**src/fpt_pkg.sv**
```systemverilog
// Constants and types for the front panel test mode sequencer.
// Assumes a 125 MHz system clock and debounced, synchronous buttons.
package fpt_pkg;
	// ****************************************
	// Timing
	// ****************************************
	localparam int CLK_MHZ = 125;                  // System clock rate
	localparam int ENTRY_WINDOW_MS = 3000;         // Power-up entry window
	localparam int TICK_MS = 1;                    // Millisecond tick period
	localparam int TICK_CYCLES = CLK_MHZ * 1000 * TICK_MS; // Cycles per tick
	localparam int LED_STEP_MS = 250;              // LED walk step time
	localparam int ENTRY_PRESSES = 3;              // Presses for entry or exit
	// ****************************************
	// Button indices and codes
	// ****************************************
	localparam int BTN_W = 6;                      // Number of front buttons
	localparam int BTN_LEFT = 0;                   // Previous item key
	localparam int BTN_RIGHT = 1;                  // Next item key
	localparam int BTN_DOWN = 2;                   // Down arrow
	localparam int BTN_UP = 3;                     // Up arrow
	localparam int BTN_ESC = 4;                    // Exit key, also trim point step and relay 0
	localparam int BTN_ENTER = 5;                  // Enter key
	localparam logic [3:0] CODE_NONE = 4'h0;       // Shown when nothing pressed
	localparam logic [3:0] CODE_BASE = 4'h6;       // Code of button index 0
	localparam int DIGITS = 5;                     // Display digits
	localparam int STATUS_W = 8;                   // Status LEDs, upper half then lower
	localparam int TRIM_W = 8;                     // Signed trim width
	// Analog option
	typedef enum logic [1:0] {OPT_CURRENT, OPT_UNIPOLAR_V, OPT_BIPOLAR_V} fpt_opt_e;
	// Test items in visiting order
	typedef enum logic [2:0] {
		ITEM_MODEL, ITEM_VERSION, ITEM_LED, ITEM_BUTTON, ITEM_OUTPUT, ITEM_INPUT, ITEM_ANALOG
	} fpt_item_e;
	// Top mode
	typedef enum logic [1:0] {MODE_MEASURE, MODE_ARMED, MODE_TEST} fpt_mode_e;
endpackage

```
**src/fpt_trim_mem.sv**
```systemverilog
`timescale 1ns/1ps
// Three-word trim store standing in for retained memory.
// Assumes one write port and a registered read.
module fpt_trim_mem #(
	parameter int W = 8
) (
	// Clock and reset
	input wire logic clock,
	input wire logic resetn,
	// Write port
	input wire logic wrEn,
	input wire logic [1:0] wrAddr,
	input wire logic [W-1:0] wrData,
	// Read port
	input wire logic [1:0] rdAddr,
	output logic [W-1:0] rdData
);
	logic [W-1:0] mem [0:2]; // Storage, no reset like real retained cells
	// ****************************************
	// Write and registered read
	// ****************************************
	always_ff @(posedge clock) begin
		if (wrEn && wrAddr != 2'h3) begin
			mem[wrAddr] <= wrData;
		end
	end
	always_ff @(posedge clock or negedge resetn) begin
		if (!resetn) begin
			rdData <= '0;
		end else begin
			rdData <= (rdAddr == 2'h3) ? '0 : mem[rdAddr];
		end
	end
endmodule

```
**src/fpt_sequencer.sv**
```systemverilog
`timescale 1ns/1ps
// Front panel test mode sequencer: entry, exit, item stepping and items.
// Assumes buttons are debounced, active high and synchronous to clock.
// How it works
// - Function menu: arm, then three presses enter
// - Button held at power-up enters test
// - Three presses within three seconds enter
// - Three exit presses on first items leave
// - Next key advances, previous key goes back
// - LED item walks seven phases repeatedly
// - Button item shows pressed code, zero idle
// - Button item needs double presses to move
// - Four relays toggle, number shown per digit
// - Three external inputs shown one per digit
// - Analog first point lower end trimmed
// - Further press selects upper end point
// - Bipolar adds minus five; enter stores trims
// - Test mode drives outputs from manual actions
module fpt_sequencer
	import fpt_pkg::*;
#(
	parameter int WINDOW_TICKS = fpt_pkg::ENTRY_WINDOW_MS, // Shorten for simulation
	parameter int TICK_LEN = fpt_pkg::TICK_CYCLES          // Shorten for simulation
) (
	// Clock and reset
	input wire logic clock,
	input wire logic resetn,
	// Operator inputs
	input wire logic [fpt_pkg::BTN_W-1:0] buttons,
	input wire logic testSelected,
	input wire fpt_pkg::fpt_opt_e outOption,
	// External inputs
	input wire logic autoZeroInput,
	input wire logic autoZeroReleaseInput,
	input wire logic commandInput,
	// Measurement path
	input wire logic [3:0] measDigits [fpt_pkg::DIGITS],
	input wire logic [3:0] measRelays,
	// Display and outputs
	output logic testActive,
	output logic blink,
	output logic [6:0] segments [fpt_pkg::DIGITS],
	output logic [fpt_pkg::STATUS_W-1:0] statusLeds,
	output logic [3:0] relays,
	output logic signed [fpt_pkg::TRIM_W-1:0] trimValue,
	output logic [1:0] trimPoint,
	output logic trimStore
);
	import fpt_pkg::*;
	localparam int LED_TICKS = LED_STEP_MS / TICK_MS; // Ticks per walk step

	// Seven-segment pattern for a decimal digit, E above nine
	function automatic logic [6:0] seg7(input logic [3:0] d);
		case (d)
			4'h0: seg7 = 7'h3f;
			4'h1: seg7 = 7'h06;
			4'h2: seg7 = 7'h5b;
			4'h3: seg7 = 7'h4f;
			4'h4: seg7 = 7'h66;
			4'h5: seg7 = 7'h6d;
			4'h6: seg7 = 7'h7d;
			4'h7: seg7 = 7'h07;
			4'h8: seg7 = 7'h7f;
			4'h9: seg7 = 7'h6f;
			default: seg7 = 7'h79;
		endcase
	endfunction

	// Index of the last trim point for the fitted option
	function automatic logic [1:0] lastPoint(input fpt_opt_e o);
		lastPoint = (o == OPT_BIPOLAR_V) ? 2'h2 : 2'h1;
	endfunction

	// ****************************************
	// State
	// ****************************************
	typedef struct packed {
		fpt_mode_e mode;          // Measuring, armed or test
		fpt_item_e item;          // Current test item
		logic [BTN_W-1:0] btnPrev; // Last cycle buttons, edge detect
		logic started;            // Power-up strap sampled
		logic [1:0] pressCnt;     // Entry or exit press count
		logic [1:0] navCnt;       // Double press count, button item
		logic navDir;             // Direction of pending double press
		logic [31:0] tickCnt;     // Divider to millisecond tick
		logic [15:0] winCnt;      // Power-up window in ticks
		logic [15:0] ledCnt;      // LED step timer in ticks
		logic [5:0] ledStep;      // LED walk position
		logic [3:0] relayState;   // Manual relay states
		logic [1:0] point;        // Analog trim point
		logic [3*TRIM_W-1:0] trims; // Working trim offsets
		logic store;              // Store pulse
		logic [1:0] storeIdx;     // Word being stored
	} fpt_state_s;
	fpt_state_s st_reg, st_next;

	logic [BTN_W-1:0] press; // One-cycle press edges
	logic tick;              // Millisecond enable
	logic inWindow;          // Within power-up entry window
	assign press = buttons & ~st_reg.btnPrev;
	assign tick = (st_reg.tickCnt == 32'(TICK_LEN - 1));
	assign inWindow = (st_reg.winCnt < 16'(WINDOW_TICKS));

	// ****************************************
	// Next state
	// ****************************************
	always_comb begin
		logic signed [TRIM_W-1:0] t;
		t = '0;
		st_next = st_reg;
		st_next.btnPrev = buttons;
		st_next.store = 1'b0;
		st_next.tickCnt = tick ? '0 : st_reg.tickCnt + 32'h1;
		if (tick && inWindow) begin
			st_next.winCnt = st_reg.winCnt + 16'h1;
		end
		// Strap caught one clock after reset release
		if (!st_reg.started) begin
			st_next.started = 1'b1;
			st_next.btnPrev = buttons;
			if (buttons[BTN_RIGHT]) begin
				st_next.mode = MODE_TEST;
			end
		end else begin
			case (st_reg.mode)
				MODE_MEASURE: begin
					// Window entry counts presses only inside three seconds
					if (press[BTN_RIGHT] && inWindow) begin
						st_next.pressCnt = st_reg.pressCnt + 2'h1;
						if (st_reg.pressCnt == 2'(ENTRY_PRESSES - 1)) begin
							st_next.mode = MODE_TEST;
							st_next.pressCnt = '0;
						end
					end else if (press[BTN_RIGHT] && testSelected) begin
						st_next.mode = MODE_ARMED;
						st_next.pressCnt = '0;
					end
				end
				MODE_ARMED: begin
					// Indication blinks until three more presses of the arming key
					if (press[BTN_RIGHT]) begin
						st_next.pressCnt = st_reg.pressCnt + 2'h1;
						if (st_reg.pressCnt == 2'(ENTRY_PRESSES - 1)) begin
							st_next.mode = MODE_TEST;
							st_next.pressCnt = '0;
						end
					end else if (!testSelected) begin
						st_next.mode = MODE_MEASURE;
						st_next.pressCnt = '0;
					end
				end
				MODE_TEST: begin
					// Exit counting only on the two identity items
					if (st_reg.item == ITEM_MODEL || st_reg.item == ITEM_VERSION) begin
						if (press[BTN_ESC]) begin
							st_next.pressCnt = st_reg.pressCnt + 2'h1;
							if (st_reg.pressCnt == 2'(ENTRY_PRESSES - 1)) begin
								st_next.mode = MODE_MEASURE;
								st_next.item = ITEM_MODEL;
								st_next.pressCnt = '0;
							end
						end
					end else begin
						st_next.pressCnt = '0;
					end
					// Navigation; button item needs two presses either way
					if (press[BTN_RIGHT] || press[BTN_LEFT]) begin
						if (st_reg.item == ITEM_BUTTON) begin
							if (st_reg.navCnt == 2'h1 && st_reg.navDir == press[BTN_RIGHT]) begin
								st_next.navCnt = '0;
								st_next.item = press[BTN_RIGHT] ? ITEM_OUTPUT : ITEM_VERSION;
							end else begin
								st_next.navCnt = 2'h1;
								st_next.navDir = press[BTN_RIGHT];
							end
						end else if (press[BTN_RIGHT] && st_reg.item != ITEM_ANALOG) begin
							st_next.item = fpt_item_e'(st_reg.item + 3'h1);
						end else if (press[BTN_LEFT] && st_reg.item != ITEM_MODEL) begin
							st_next.item = fpt_item_e'(st_reg.item - 3'h1);
						end
					end
					if (st_next.item != st_reg.item) begin
						st_next.ledStep = '0;
						st_next.ledCnt = '0;
						st_next.point = '0;
						st_next.navCnt = '0;
					end
					case (st_reg.item)
						ITEM_LED: begin
							// Step timer paces the walk; wraps to all off
							if (tick) begin
								st_next.ledCnt = st_reg.ledCnt + 16'h1;
								if (st_reg.ledCnt == 16'(LED_TICKS - 1)) begin
									st_next.ledCnt = '0;
									st_next.ledStep = (st_reg.ledStep == 6'(7 * 5 + STATUS_W + DIGITS + 3))
										? '0 : st_reg.ledStep + 6'h1;
								end
							end
						end
						ITEM_OUTPUT: begin
							// Each arrow, enter and escape toggles its own relay
							if (press[BTN_UP]) st_next.relayState[3] = ~st_reg.relayState[3];
							if (press[BTN_DOWN]) st_next.relayState[2] = ~st_reg.relayState[2];
							if (press[BTN_ENTER]) st_next.relayState[1] = ~st_reg.relayState[1];
							if (press[BTN_ESC]) st_next.relayState[0] = ~st_reg.relayState[0];
						end
						ITEM_ANALOG: begin
							t = st_reg.trims[st_reg.point*TRIM_W +: TRIM_W];
							if (press[BTN_UP]) t = t + 8'sh1;
							if (press[BTN_DOWN]) t = t - 8'sh1;
							st_next.trims[st_reg.point*TRIM_W +: TRIM_W] = t;
							// Escape walks the end points, wrapping to the lower end
							if (press[BTN_ESC]) begin
								st_next.point = (st_reg.point == lastPoint(outOption))
									? 2'h0 : st_reg.point + 2'h1;
							end
							if (press[BTN_ENTER]) begin
								st_next.store = 1'b1;
								st_next.storeIdx = '0;
							end
						end
						default: begin
						end
					endcase
				end
				default: st_next.mode = MODE_MEASURE;
			endcase
		end
		// Store sequence writes all three words one per cycle
		if (st_reg.store && st_reg.storeIdx != 2'h2) begin
			st_next.store = 1'b1;
			st_next.storeIdx = st_reg.storeIdx + 2'h1;
		end
	end

	always_ff @(posedge clock or negedge resetn) begin
		if (!resetn) begin
			st_reg <= '0;
		end else begin
			st_reg <= st_next;
		end
	end

	// ****************************************
	// Retained trim store
	// ****************************************
	logic [TRIM_W-1:0] storedTrim; // Read back of stored point, shown in the analog item
	fpt_trim_mem #(.W(TRIM_W)) fpt_trim_mem_i (
		.clock(clock),
		.resetn(resetn),
		.wrEn(st_reg.store),
		.wrAddr(st_reg.storeIdx),
		.wrData(st_reg.trims[st_reg.storeIdx*TRIM_W +: TRIM_W]),
		.rdAddr(st_reg.point),
		.rdData(storedTrim)
	);

	// ****************************************
	// Display and output drive
	// ****************************************
	logic [6:0] segN [DIGITS]; // Next segment image
	logic [STATUS_W-1:0] statN; // Next status image
	logic [3:0] code;           // Pressed button code
	int s;                      // LED walk index
	always_comb begin
		code = CODE_NONE;
		for (int b = BTN_W - 1; b >= 0; b--) begin
			if (buttons[b]) code = 4'(CODE_BASE + b);
		end
		s = int'(st_reg.ledStep);
		statN = '0;
		for (int d = 0; d < DIGITS; d++) segN[d] = seg7(measDigits[d]);
		if (st_reg.mode == MODE_TEST) begin
			for (int d = 0; d < DIGITS; d++) segN[d] = 7'h00;
			case (st_reg.item)
				ITEM_MODEL: segN[0] = seg7(4'h5);
				ITEM_VERSION: segN[0] = seg7(4'h1);
				ITEM_LED: begin
					// Phases: off, each segment, each status LED, each digit, upper, lower, all
					if (s >= 1 && s <= 35) segN[(s - 1) / 7][(s - 1) % 7] = 1'b1;
					else if (s >= 36 && s <= 43) statN[s - 36] = 1'b1;
					else if (s >= 44 && s <= 48) segN[s - 44] = 7'h7f;
					else if (s == 49) statN[STATUS_W-1:STATUS_W/2] = '1;
					else if (s == 50) statN[STATUS_W/2-1:0] = '1;
					else if (s == 51) begin
						for (int d = 0; d < DIGITS; d++) segN[d] = 7'h7f;
						statN = '1;
					end
				end
				ITEM_BUTTON: segN[DIGITS-1] = seg7(code);
				ITEM_OUTPUT: begin
					for (int r = 0; r < 4; r++) begin
						segN[DIGITS-1-r] = st_reg.relayState[r] ? seg7(4'(r + 1)) : seg7(4'h0);
					end
				end
				ITEM_INPUT: begin
					segN[DIGITS-1] = seg7({3'h0, autoZeroInput});
					segN[DIGITS-2] = seg7({3'h0, autoZeroReleaseInput});
					segN[DIGITS-3] = seg7({3'h0, commandInput});
				end
				ITEM_ANALOG: begin
					segN[0] = seg7({2'h0, st_reg.point});
					// Low nibble of the retained word, so a store can be seen
					segN[DIGITS-1] = seg7(storedTrim[3:0]);
				end
				default: segN[0] = 7'h00;
			endcase
		end
	end

	always_ff @(posedge clock or negedge resetn) begin
		if (!resetn) begin
			testActive <= 1'b0;
			blink <= 1'b0;
			statusLeds <= '0;
			relays <= '0;
			trimValue <= '0;
			trimPoint <= '0;
			trimStore <= 1'b0;
			for (int d = 0; d < DIGITS; d++) segments[d] <= '0;
		end else begin
			testActive <= (st_reg.mode == MODE_TEST);
			blink <= (st_reg.mode == MODE_ARMED);
			statusLeds <= statN;
			relays <= (st_reg.mode == MODE_TEST) ? st_reg.relayState : measRelays;
			trimValue <= st_reg.trims[st_reg.point*TRIM_W +: TRIM_W];
			trimPoint <= st_reg.point;
			trimStore <= st_reg.store;
			for (int d = 0; d < DIGITS; d++) segments[d] <= segN[d];
		end
	end
endmodule

```
**config.mk**
```make
export PLATFORM = sky130hd
export DESIGN_NAME = fpt_sequencer
export DESIGN_NICKNAME = d
export VERILOG_FILES = /design/src/fpt_pkg.sv /design/src/fpt_trim_mem.sv /design/src/fpt_sequencer.sv
export SDC_FILE = /design/constraint.sdc
export NUM_CORES = 1
export LEC_CHECK = 0
export ABC_AREA = 1
export BUFFER_PORTS_ARGS = -buffer_cell sky130_fd_sc_hd__buf_2
export CORE_ASPECT_RATIO = 1.5
export CORE_MARGIN = 3
export CORE_UTILIZATION = 50
export DETAILED_ROUTE_END_ITERATION = 10
export PLACE_DENSITY = 0.68
export SETUP_SLACK_MARGIN = 0.3
export SYNTH_ARGS = -nofsm -noshare
export SYNTH_HDL_FRONTEND = slang
export SYNTH_SLANG_ARGS = --single-unit
```
**constraint.sdc**
```tcl
create_clock -name clock -period 12.33 [get_ports clock]
set_input_delay 2.466 -clock clock [delete_from_list [all_inputs] [get_ports clock]]
set_output_delay 2.466 -clock clock [all_outputs]
set_load 0.02 [all_outputs]
```
==> summary.txt <==
Synth
  – Sequential element share of the synthesized area: 38.5%
  – Post-synth EDFFs: 12
  – Cell variety after synth: 65
  – Syn_area_per_cell: approximately 7.5 µm²
  – #FFs+latches synth: roughly 200
  – Main synth FF type: dfrtp_1
  – Mapped Nets: 1,826
  – YS warnings: 0
  – Mapped Cells: ~1,700
  – Cell Area, Synth: about 13,000 µm²
  – Ys async rst share: 93.8%

Route
  – Total Routed Length: 32.0 mm
  – Routed len/inst: between 15 and 20 µm
  – Total number of vias: around 11,000
  – Antenna-violating nets left: 0
  – Iteration-0 DRC Markers: around 650
  – TritonRoute pass-1 iters: 8
  – DRC: 0
  – Avg Vias per Cell: 5.40

Layout
  – Synthesis-to-finish area growth: 10.6%
  – Share of cells above drive strength 1: roughly 11%
  – # diodes: 0
  – Max reg flops: around 110
  – Final Cell Area: 14,200 µm²
  – Final net count: 1,910

STA
  – Setup Skew: around 0.016 ns
  – Slew at the pin with the worst max-slew slack: about 1 ns
  – Final setup TNS: 0 ns
  – Slew headroom: between 30% and 40%
  – Unrepaired setup endpoints after global routing: no
  – Period utilisation layout: around half
  – Max Slew Vio Count: 0
  – Final hold vios: 0
  – Final setup viols: 0
  – Post-layout min period: a little under 6 ns
  – Worst setup margin: around 6.4 ns
  – Max Freq: ~0.17 GHz

Die
  – Num rows: between 70 and 80
  – Chip Height: just over 200 µm
  – Top-level port count: a little under 100
  – Starting density of the core: 51.1%
  – DIE WIDTH: 137 µm
  – DIE AREA: between 20,000 and 30,000 µm²
  – Core area: about 25,000 µm²

Clocking
  – CTS Buf Count: 17
  – Worst skew pair latency: 0.44 ns
  – CTS max path bufs: 2
  – CTS Sinks: ~200
  – Hold_buf cts: 0
  – CTS HTree Levels: 4
  – CTS tree: done
  – Post-CTS Setup Inserts: 0
  – Clock transition at the registers of the reported paths: about 0.07 ns
  – CTS Root Buffer Type: clkbuf_16
  – Post_cts resized: 0

Global routing
  – All-Layer GR Usage: 23.7%
  – GR Util met2: 43.0%
  – M3 GR Usage: between 3 and 4%
  – GRT overflow: 0
  – Largest net degree at the start of global routing: roughly 110
  – Most Crowded Layer GR: met2
  – First-pass GRT wire length: about 54 mm
  – Met1 Usage GRT: 27.7%
  – Initial antenna violation count: 0
  – Vias in the first global route: approximately 11,000

Hold path
  – HP Class: flip-flop to flip-flop
  – Hold_sp: st_reg[67]

Status
  – Run status: finished clean

Worst setup path
  – Startpoint types: flip-flop
  – Most used cell along the critical path: nand2_1
  – CP max stage delay: ~0.58 ns
  – CP max FO: 15
  – Setup CP Type: flip-flop to flip-flop
  – Reg2reg start: s[0]
  – Worst Path Required: between 10 and 15 ns
  – Slowest-stage cell, CP: dfrtp_1
  – Crit path DAT: 6.29 ns
  – Critical Path Sink Type: flip-flop
  – Crit path buf inv count: 3
  – Largest delay contributor family on the critical path: simple AND/OR/NAND/NOR gates
  – Critical Path Start: s[0]

Place
  – Gpl congestion: a little over 0.9
  – Placed wire-length estimate: between 20 and 25 mm
  – IO buf count: 97
  – Post-Place Cell Area: around 14,000 µm²
  – DP Worst Slack: 6.39 ns

Flow run
  – Total of max-cap violations: 0

Power
  – Maximum vdd drop: about 360 µV
  – Design Power: between 4 and 5 mW
  – LEAKAGE: 7.20 nW
  – PwrDens: 292 nW/µm²
-- synthesized netlist by cell type (all sizes together) (2+ instances only) --
cell type	number	share of area [%]
a211oi	2	0.12
a21oi	52	2.0
a22o	3	0.20
a22oi	9	0.53
a31oi	17	0.83
buf	14	0.68
clkbuf	25	0.73
clkinv	5	0.15
dfrtp	183	36
edfxtp	12	2.8
ha	86	8.4
inv	264	7.8
mux2i	2	0.16
nand2	404	12
nand3	83	3.8
nand3b	3	0.18
nand4	63	3.4
nor2	152	4.6
nor3	36	1.5
nor3b	7	0.41
nor4	14	0.68
o211ai	13	0.76
o21a	4	0.23
o21ai	141	5.5
o22ai	30	1.5
o311ai	8	0.55
o31ai	5	0.29
or2	9	0.44
xnor2	10	0.74
xor2	31	2.1
-- cell families (layout without fill, tap and decap cells) --
logic type,count (synthesis),count (layout),synth area share (%)
AOI/OAI and AO/OA,294,294,13.2
and+or+nand+nor,774,774,27.5
buffers and inverters,308,405,9.34
other,1,1,0.0292
DFF,195,195,38.5
adders and majority gates,86,86,8.38
muxes,3,3,0.244
xor gates and xnor gates,41,41,2.86
-- report_power, final --
part,leakage (nW),switching (mW),internal (mW)
clock network,0.290,0.247,0.313
registers,2.36,0.0971,0.800
logic,4.55,1.91,0.775
total,7.20,2.26,1.89
-- layer usage --
layer | up-vias | wire length, µm
li1 | 5764 | -
met2 | 234 | 16700
met1 | 5424 | 13100
met4 | 0 | 1170
met3 | 69 | 1110
met5 | - | 0
-- final cells by class --
cell class / instances / area, µm²
flip-flops and latches: 195 / 4940
fillers: 2428 / 10900
clock inverters: 10 / 120
multi-input cells: 1199 / 6700
well taps: 328 / 410
clock buffers: 22 / 464
inverters: 269 / 1020
repair buffers: 104 / 547
-- metrics by stage --
step / instances / util (%) / hold WS [ns]
after global placement: 2095 / 54.1 / 0.366
after floorplan: 1702 / - / 0.354
after detailed placement: 2095 / 54.1 / 0.368
after CTS: 2127 / 56.5 / 0.384
after global routing: 2127 / 56.5 / 0.391
final: 2127 / 56.5 / 0.379
-- worst register-to-register path: cells and delay by family (launching register included) --
| kind | cells | cell delay [ns] |
|---|---|---|
| DFF | 1 | 0.58 |
| and+or+nand+nor | 22 | 3.12 |
| adders and majority gates | 4 | 1.09 |
| AOI/OAI and AO/OA | 1 | 0.48 |
| buffers and inverters | 3 | 0.60 |
-- layout by cell type (no fill, tap or decap), types with 7 or more instances in the layout --
cell / instances
a21oi_1: 52
a22oi_1: 9
a31oi_1: 17
buf_2: 96
buf_4: 7
clkbuf_16: 17
dfrtp_1: 183
edfxtp_1: 12
ha_1: 86
inv_1: 251
inv_2: 11
nand2_1: 385
nand2_2: 15
nand3_1: 73
nand3_2: 7
nand4_1: 60
nor2_1: 148
nor3_1: 34
nor3b_1: 7
nor4_1: 14
o211ai_1: 13
o21ai_0: 132
o21ai_1: 8
o22ai_1: 30
o311ai_0: 8
or2_2: 8
xnor2_1: 9
xor2_1: 31
-- final timing paths --
path | slack (ns) | cells past startpoint | end
hold reg to reg | 0.38 | 0 | st_reg[67]
setup / recovery | 6.40 | 30 | segments[32]
setup reg to reg | 6.40 | 30 | segments[32]
min in group asynchronous | 2.15 | 1 | st_reg[96]
hold / removal | 0.38 | 0 | st_reg[67]
max in group asynchronous | 8.70 | 2 | fpt_trim_mem_i.rdData[2]
No activity file was read; power rests on OpenSTA's default activity.
